--- src/logic/rwc_defs.vh ---
`ifndef RWC_DEFS_VH
`define RWC_DEFS_VH

// I/O addresses
`define RWC_ADDR_WDCLR 8'h26
`define RWC_ADDR_PSC 8'hff
`define RWC_ADDR_USBADDR 8'h10
`define RWC_ADDR_IRQSTAT 8'hf8
`define RWC_ADDR_IRQMASK 8'hf9

// Status register bit positions
`define RWC_PSC_POR 4
`define RWC_PSC_BUS 5
`define RWC_PSC_WDT 6
`define RWC_PSC_SUSP 3

// Interrupt status bits
`define RWC_IRQ_POR 0
`define RWC_IRQ_BUS 1
`define RWC_IRQ_WDT 2

// Reset values
`define RWC_ZERO8 8'h00
`define RWC_RESET_PC 13'h0000
`define RWC_TXEN_BIT 7

// Timing, in nanoseconds and clock period
`define RWC_CLK_NS 5
`define RWC_TICK_BIT 11
`define RWC_SHORT_NS 128000
`define RWC_LONG_NS 96000000
`define RWC_WDHOLD_NS 2048000
`define RWC_CNT_W 25

`endif

--- src/logic/rwc_delay_timer.v ---
`include "rwc_defs.vh"

module rwc_delay_timer (
  input wire clk,
  input wire sys_rst,
  input wire start,
  input wire [`RWC_CNT_W-1:0] load,
  output reg busy_r
);

  reg [`RWC_CNT_W-1:0] count_r;

  // ---------------------------------
  // Down counter, busy while nonzero
  // ---------------------------------
  always @(posedge clk) begin
    if (sys_rst) begin
      count_r <= {`RWC_CNT_W{1'b0}};
      busy_r <= 1'b0;
    end else if (start) begin
      count_r <= load;
      busy_r <= 1'b1;
    end else if (count_r > {{(`RWC_CNT_W-1){1'b0}}, 1'b1}) begin
      count_r <= count_r - {{(`RWC_CNT_W-1){1'b0}}, 1'b1};
    end else begin
      count_r <= {`RWC_CNT_W{1'b0}};
      busy_r <= 1'b0;
    end
  end

endmodule

--- src/logic/rwc_reset_control.v ---
`include "rwc_defs.vh"

// How it works
// - Three reset sources: supply power-on, watchdog trip, USB bus reset.
// - Any reset zeroes USB address and clears transmit enable; interrupt mask is kept.
// - Any reset loads both stack pointers with zero.
// - Status register 0xff latches cause: bit4 power, bit5 bus, bit6 watchdog.
// - Power-on or watchdog reset starts at address zero, nothing pushed.
// - Power-on sets startup flag and forces ports to high-impedance input.
// - Strap high and idle bus at release enters suspend until bus activity.
// - Delay: strap high 128 us; else flag set 96 ms; else 128 us.
// - Two-bit watchdog advances on timer bit 11 tick.
// - Watchdog MSB rising trips reset and sets watchdog flag.
// - Any write to port 0x26 clears the watchdog counter.
// - No clear for 8.192 ms or more gives a watchdog reset.
// - Watchdog reset held 2.048 ms, then execution from address zero.
// - After watchdog reset transmitter off until address MSB set.
module rwc_reset_control #(
  parameter SHORT_CYC = (`RWC_SHORT_NS + `RWC_CLK_NS - 1) / `RWC_CLK_NS,
  parameter LONG_CYC = (`RWC_LONG_NS + `RWC_CLK_NS - 1) / `RWC_CLK_NS,
  parameter WDHOLD_CYC = (`RWC_WDHOLD_NS + `RWC_CLK_NS - 1) / `RWC_CLK_NS
) (
  input wire clk,
  input wire sys_rst,
  input wire supplyPowerOn,
  input wire usbBusReset,
  input wire strapP3b7,
  input wire usbDm,
  input wire usbDp,
  input wire [11:0] freeTimer,
  input wire [7:0] ioAddr,
  input wire [7:0] ioWdata,
  input wire ioWr,
  input wire ioRd,
  output reg [7:0] ioRdata_r,
  output reg cpuHold_r,
  output reg coreReset_r,
  output reg [12:0] resetPc_r,
  output reg pcLoad_r,
  output reg [7:0] callStackPtr_r,
  output reg [7:0] operandStackPtr_r,
  output reg [6:0] usbDevAddr_r,
  output reg usbTxEnable_r,
  output reg portsHighZ_r,
  output reg suspend_r,
  output reg irq_r
);

  localparam ST_RUN = 2'd0;
  localparam ST_WDHOLD = 2'd1;
  localparam ST_SUSPEND = 2'd2;
  localparam ST_DELAY = 2'd3;

  // ---------------------------------
  // Functions
  // ---------------------------------
  function [`RWC_CNT_W-1:0] cyc;
    input integer n;
    begin
      cyc = n[`RWC_CNT_W-1:0];
    end
  endfunction

  function wrHit;
    input [7:0] a;
    input [7:0] target;
    input we;
    begin
      wrHit = we && (a == target);
    end
  endfunction

  reg [1:0] state_r;
  reg [1:0] state_nxt;
  reg [1:0] wdCount_r;
  reg tickPrev_r;
  reg busPrev_r;
  reg porFlag_r;
  reg busFlag_r;
  reg wdFlag_r;
  reg [2:0] irqStat_r;
  reg [2:0] irqMask_r;
  reg timerStart;
  reg [`RWC_CNT_W-1:0] timerLoad;
  wire timerBusy;

  wire tickRise = freeTimer[`RWC_TICK_BIT] && !tickPrev_r;
  wire busRise = usbBusReset && !busPrev_r;
  wire wdClear = wrHit(ioAddr, `RWC_ADDR_WDCLR, ioWr);
  wire pscWrite = wrHit(ioAddr, `RWC_ADDR_PSC, ioWr);
  wire [1:0] wdInc = wdCount_r + 2'd1;
  wire wdTrip = (state_r == ST_RUN) && tickRise && !wdClear && !wdCount_r[1] && wdInc[1];
  wire busIdle = usbDm && !usbDp;
  wire wake = usbBusReset || !usbDm || usbDp;
  wire anyReset = supplyPowerOn || wdTrip || busRise;
  wire [2:0] irqEvt = {wdTrip, busRise, supplyPowerOn};

  rwc_delay_timer u_timer (
    .clk(clk),
    .sys_rst(sys_rst),
    .start(timerStart),
    .load(timerLoad),
    .busy_r(timerBusy)
  );

  // ---------------------------------
  // Sequencer next state
  // ---------------------------------
  always @* begin
    state_nxt = state_r;
    timerStart = 1'b0;
    timerLoad = cyc(SHORT_CYC);
    case (state_r)
      ST_RUN: begin
        if (wdTrip) begin
          state_nxt = ST_WDHOLD;
          timerStart = 1'b1;
          timerLoad = cyc(WDHOLD_CYC);
        end
      end
      ST_WDHOLD: begin
        if (!timerBusy) begin
          state_nxt = ST_RUN;
        end
      end
      ST_SUSPEND: begin
        if (wake) begin
          state_nxt = ST_DELAY;
          timerStart = 1'b1;
          timerLoad = cyc(SHORT_CYC);
        end
      end
      ST_DELAY: begin
        if (!timerBusy) begin
          state_nxt = ST_RUN;
        end
      end
      default: begin
        state_nxt = ST_RUN;
      end
    endcase
    // Start-up delay armed one cycle after power-on release
    if (relStart_r) begin
      state_nxt = ST_DELAY;
      timerStart = 1'b1;
      timerLoad = relLoad_r;
    end
    if (supplyPowerOn) begin
      state_nxt = ST_DELAY;
      timerStart = 1'b0;
    end
  end

  // ---------------------------------
  // Power-on release and sequencing
  // ---------------------------------
  reg porPrev_r;
  always @(posedge clk) begin
    if (sys_rst) begin
      state_r <= ST_DELAY;
      porPrev_r <= 1'b1;
    end else begin
      porPrev_r <= supplyPowerOn;
      if (porPrev_r && !supplyPowerOn) begin
        if (strapP3b7 && busIdle) begin
          state_r <= ST_SUSPEND;
        end else begin
          state_r <= ST_DELAY;
        end
      end else begin
        state_r <= state_nxt;
      end
    end
  end

  // Startup delay select at power-on release
  wire relPor = porPrev_r && !supplyPowerOn && !(strapP3b7 && busIdle);
  wire [`RWC_CNT_W-1:0] startLoad = (!strapP3b7 && porFlag_r) ? cyc(LONG_CYC) : cyc(SHORT_CYC);
  reg relStart_r;
  reg [`RWC_CNT_W-1:0] relLoad_r;
  always @(posedge clk) begin
    if (sys_rst) begin
      relStart_r <= 1'b0;
      relLoad_r <= {`RWC_CNT_W{1'b0}};
    end else begin
      relStart_r <= relPor;
      relLoad_r <= startLoad;
    end
  end

  // ---------------------------------
  // Watchdog counter
  // ---------------------------------
  always @(posedge clk) begin
    if (sys_rst) begin
      wdCount_r <= 2'd0;
      tickPrev_r <= 1'b0;
      busPrev_r <= 1'b0;
    end else begin
      tickPrev_r <= freeTimer[`RWC_TICK_BIT];
      busPrev_r <= usbBusReset;
      if (anyReset || wdClear || state_r != ST_RUN) begin
        wdCount_r <= 2'd0;
      end else if (tickRise) begin
        wdCount_r <= wdInc;
      end
    end
  end

  // ---------------------------------
  // Cause flags, status register
  // ---------------------------------
  always @(posedge clk) begin
    if (sys_rst) begin
      porFlag_r <= 1'b1;
      busFlag_r <= 1'b0;
      wdFlag_r <= 1'b0;
    end else begin
      if (supplyPowerOn) begin
        porFlag_r <= 1'b1;
      end else if (pscWrite) begin
        porFlag_r <= ioWdata[`RWC_PSC_POR];
      end
      if (busRise) begin
        busFlag_r <= 1'b1;
      end else if (pscWrite) begin
        busFlag_r <= ioWdata[`RWC_PSC_BUS];
      end
      if (wdTrip) begin
        wdFlag_r <= 1'b1;
      end else if (pscWrite) begin
        wdFlag_r <= ioWdata[`RWC_PSC_WDT];
      end
    end
  end

  // ---------------------------------
  // Interrupt status and mask
  // ---------------------------------
  always @(posedge clk) begin
    if (sys_rst) begin
      irqStat_r <= 3'd0;
      irqMask_r <= 3'd0;
      irq_r <= 1'b0;
    end else begin
      if (wrHit(ioAddr, `RWC_ADDR_IRQSTAT, ioWr)) begin
        irqStat_r <= (irqStat_r & ~ioWdata[2:0]) | irqEvt;
      end else begin
        irqStat_r <= irqStat_r | irqEvt;
      end
      if (wrHit(ioAddr, `RWC_ADDR_IRQMASK, ioWr)) begin
        irqMask_r <= ioWdata[2:0];
      end
      irq_r <= |(irqStat_r & irqMask_r);
    end
  end

  // ---------------------------------
  // Core reset outputs
  // ---------------------------------
  // Release edge itself held too, so entry to suspend never drops the hold
  wire relAny = porPrev_r && !supplyPowerOn;
  wire holdNow = supplyPowerOn || (state_nxt != ST_RUN) || relAny || relPor || relStart_r;
  always @(posedge clk) begin
    if (sys_rst) begin
      cpuHold_r <= 1'b1;
      coreReset_r <= 1'b1;
      resetPc_r <= `RWC_RESET_PC;
      pcLoad_r <= 1'b0;
      callStackPtr_r <= `RWC_ZERO8;
      operandStackPtr_r <= `RWC_ZERO8;
      usbDevAddr_r <= 7'd0;
      usbTxEnable_r <= 1'b0;
      portsHighZ_r <= 1'b1;
      suspend_r <= 1'b0;
    end else begin
      cpuHold_r <= holdNow;
      coreReset_r <= anyReset || (state_r == ST_WDHOLD);
      suspend_r <= (state_nxt == ST_SUSPEND);
      pcLoad_r <= cpuHold_r && !holdNow;
      if (anyReset) begin
        callStackPtr_r <= `RWC_ZERO8;
        operandStackPtr_r <= `RWC_ZERO8;
        usbDevAddr_r <= 7'd0;
        usbTxEnable_r <= 1'b0;
      end else if (wrHit(ioAddr, `RWC_ADDR_USBADDR, ioWr)) begin
        usbDevAddr_r <= ioWdata[6:0];
        usbTxEnable_r <= ioWdata[`RWC_TXEN_BIT];
      end
      if (supplyPowerOn) begin
        portsHighZ_r <= 1'b1;
      end else if (!cpuHold_r) begin
        portsHighZ_r <= 1'b0;
      end
    end
  end

  // ---------------------------------
  // Read port
  // ---------------------------------
  always @(posedge clk) begin
    if (sys_rst) begin
      ioRdata_r <= `RWC_ZERO8;
    end else if (ioRd) begin
      case (ioAddr)
        `RWC_ADDR_PSC: ioRdata_r <= {1'b0, wdFlag_r, busFlag_r, porFlag_r, suspend_r, 3'd0};
        `RWC_ADDR_USBADDR: ioRdata_r <= {usbTxEnable_r, usbDevAddr_r};
        `RWC_ADDR_IRQSTAT: ioRdata_r <= {5'd0, irqStat_r};
        `RWC_ADDR_IRQMASK: ioRdata_r <= {5'd0, irqMask_r};
        default: ioRdata_r <= `RWC_ZERO8;
      endcase
    end else begin
      ioRdata_r <= `RWC_ZERO8;
    end
  end

endmodule

--- config.mk ---
export PLATFORM = sky130hd
export DESIGN_NAME = rwc_reset_control
export DESIGN_NICKNAME = d
export VERILOG_FILES = /design/src/logic/rwc_delay_timer.v /design/src/logic/rwc_reset_control.v
export VERILOG_INCLUDE_DIRS = /design/src /design/src/logic
export SDC_FILE = /design/constraint.sdc
export NUM_CORES = 1
export LEC_CHECK = 0
export ABC_AREA = 1
export BUFFER_PORTS_ARGS = -buffer_cell sky130_fd_sc_hd__buf_2
export CORE_UTILIZATION = 25
export DETAILED_ROUTE_END_ITERATION = 16
export SKIP_LAST_GASP = 1
export SLEW_MARGIN = 20
export SYNTH_ARGS = -nofsm -noshare
export SYNTH_HDL_FRONTEND = slang
export SYNTH_HIERARCHICAL = 1
export SYNTH_SLANG_ARGS = --single-unit
--- constraint.sdc ---
create_clock -name clk -period 2.33 [get_ports clk]
set_clock_uncertainty 0.05 [all_clocks]
set_input_delay 0 -clock clk [delete_from_list [all_inputs] [get_ports clk]]
set_output_delay 0 -clock clk [all_outputs]
set_load 0.02 [all_outputs]
==> run_results.csv <==
group,metric,value,unit
layout,multiInputGateArea,2160,um2
clock_network,postCtsSetupBuffers,0,
floorplanning,dieWidth,126,um
floorplanning,rows,44,
logic_synthesis,yosysWarningCount,6,
worst_setup_path,worstPathArrival,2120,ps
logic_synthesis,synth_area_leaders,"dfxtp_1, nand2_1, buf_4",
placement,dpl_worst_slack,396,ps
floorplanning,core_area,14800,um2
worst_setup_path,cp_top_family,"compound AO/OA/AOI/OAI gates",
layout,areaGrowthSynthToFinish,22.4,%
detailed_routing,wl_met2,3800,um
detailed_routing,ant_nets,0,
logic_synthesis,synth_edf_count,0,
grt,antenna_found_initial,0,
placement,gp_congestion,0.747,
logic_synthesis,yosysMostFrequentCell,"nand2_1",
clock_network,cts.sinks,68,
placement,io_buffer_count,47,
floorplanning,start_util,26.1,%
clock_network,cts-root-buf,"clkbuf_16",
logic_synthesis,synth_commonest_cells,"nand2_1, dfxtp_1, nor2_1",
worst_setup_path,cp_data_required_time,2540,ps
logic_synthesis,synth-seq-area-share,35.3,%
grt,grt_pass1_vias,2979,
detailed_routing,routedWlPerCell,10.3,um
outcome,status,"finished clean",
worst_setup_path,max_stage_delay,400,ps
timing,final_hold_viol_count,0,
layout,ff_latch_area,1360,um2
logic_synthesis,synth_cell_types,33,
timing,worstMarginPinSlew,551,ps
grt,globalRouteTotalUtil,11.0,%
timing,post-route-worst-setup-slack,415,ps
worst_setup_path,cp_max_fo,26,
worst_hold_path,hold_path_class,"input port to register",
logic_synthesis,avgSynthCellArea,7.45,um2
timing,relSlewSlack,63.2,%
layout,n_fill_cell,1593,
timing,final-setup-viol-count,0,
detailed_routing,routed.top_layer,"met4",
clock_network,clockBufferDepth,2,
floorplanning,die_h,126,um
layout,diodes,0,
worst_setup_path,cp-start-kind,"register",
grt,grt_pass1_wl,14000,um
detailed_routing,drc,0,
timing,post-route-min-period,1920,ps
clock_network,hold_buffers,19,
power,leakagePower,0.00203,uW
clock_network,path_clk_slew,60,ps
worst_setup_path,path_class,"register to register",
logic_synthesis,yosys.area.top_type,"dfxtp_1",
logic_synthesis,ys_seq_elements,68,
clock_network,cts_buffers,9,
logic_synthesis,ys.flop_type,"dfxtp_1",
grt,grt_start_max_net_pins,33,
detailed_routing,num_vias,3165,
layout,drive_above_1_share,25.3,%
worst_setup_path,crit_chain,"inv_1 -> nand2_1 -> inv_1 -> a21oi_1 -> a21oi_2 -> inv_1 -> nand2_2 -> nor2_8 -> o21ai_0 -> a21oi_1",
detailed_routing,dr.pass1.iters,4,
logic_synthesis,async_flop_share,0,%
detailed_routing,wl_met1,3890,um
detailed_routing,viasPerCell,4.02,
worst_setup_path,cp_num_buf_inv,3,
logic_synthesis,syn_inst,517,
worst_setup_path,end_kind,"register",
clock_network,cts_tree,"built",
layout,fin_nets,638,
timing,period_share,82.2,%
logic_synthesis,synth_top_area_share,35.3,%
power,p_per_area,1180,nW/um2
worst_setup_path,worst_path_most_repeated_cell,"inv_1",
timing,setup-tns-final,0,ps
clock_network,htree_levels,3,
floorplanning,dieArea,15900,um2
placement,dp_hpwl,5960,um
clock_network,clkLatencyLatePin,330,ps
detailed_routing,routed-wl-met3,412,um
logic_synthesis,syn-cell-area,3850,um2
detailed_routing,drt_iter0_markers,139,
power,peakVddDrop,0.000442,V
clock_network,cts.repair.resized,0,
detailed_routing,wl,8110,um
grt,grt_overflow,0,
run,maxCapViolCount,0,
timing,fmax,522,MHz
timing,drv_slew,0,
worst_setup_path,critPathSlowestCell,"nor2_8",
floorplanning,io_pins,88,
timing,rsz0062_at_grt,"no",
cell type report:
| type | count | share of cell area, % |
|---|---|---|
| clock inverters | 5 | 1.78 |
| clock buffers | 11 | 5.36 |
| multi-input cells | 403 | 45.8 |
| well taps | 184 | 4.89 |
| flip-flops and latches | 68 | 28.9 |
| repair buffers | 68 | 9.35 |
| inverters | 49 | 3.90 |
per-layer routing:
metal,global-route usage [%],vias to the layer above
li1,-,1729
met1,14.0,1366
met2,17.8,68
met3,3.53,2
met4,2.69,0
met5,0,-
power breakdown:
| group | total (uW) | internal (uW) | switching, uW |
|---|---|---|---|
| sequential | 1590 | 1370 | 213 |
| clock | 1500 | 996 | 505 |
| combinational | 2460 | 932 | 1520 |
| total | 5540 | 3300 | 2240 |
sequential cells by signal (all words and copies together) (netlist names), 2 cells and up:
| register | cells |
|---|---|
| ioRdata_r | 8 |
| irqMask_r | 3 |
| irqStat_r | 3 |
| relLoad_r | 3 |
| state_r | 2 |
| u_timer/count_r | 25 |
| usbDevAddr_r | 7 |
| wdCount_r | 2 |
logic make-up after synthesis:
| family | count (synthesis) | synth area share, % |
|---|---|---|
| simple gates | 277 | 36.4 |
| fa+ha+maj | 2 | 0.650 |
| xor+xnor | 13 | 2.96 |
| other cells | 1 | 0.0974 |
| buf+inv | 89 | 12.9 |
| flops | 68 | 35.3 |
| compound gates | 67 | 11.7 |
metrics by stage:
step                      power, uW  utilization [%]  std cells  hold slack, ps  instance area (um2)
after global routing           5990             31.9        788            44.6                 4710
after global placement         4050             28.4        753             175                 4190
final                          5540             31.9        788            17.7                 4710
after CTS                      5610             31.9        788           0.984                 4710
after detailed placement       4050             28.4        753             187                 4190
after floorplan                3790                -        560            46.2                 4010
placed cells by master, fill, tap and decap left out, types with 5 or more instances in the layout:
master	instances
a21oi_2	27
nand3_2	11
nand4_1	6
dfxtp_1	68
dlygate4sd3_1	19
nor2_1	57
o21bai_1	6
clkbuf_16	9
nand2_1	121
nor2_4	9
nor2_2	11
o21ai_0	7
xnor2_1	8
inv_1	48
nand3_1	30
conb_1	44
buf_2	47
xor2_1	5
nand2_2	22
a21oi_1	24
path summary, 6_finish.rpt:
check / from / end / slack (ps) / cells after the start
worst max-delay path: state_r[0]$_SDFF_PP1_ / u_timer/count_r[3]$_SDFF_PP0_ / 410 / 10
worst min-delay path: ioAddr[2] / ioRdata_r[7]$_SDFF_PP0_ / 20 / 4
worst max register to register: state_r[0]$_SDFF_PP1_ / u_timer/count_r[3]$_SDFF_PP0_ / 410 / 10
worst min register to register: cpuHold_r$_SDFF_PP1_ / pcLoad_r$_SDFF_PP0_ / 390 / 2
worst register-to-register path, delay by kind of cell (launching register included):
| family | cells | cell delay, ps |
|---|---|---|
| AOI/OAI and AO/OA | 4 | 690 |
| and+or+nand+nor | 3 | 560 |
| buffers and inverters | 3 | 190 |
| DFF | 1 | 340 |
(Power assumes the default switching activity.)
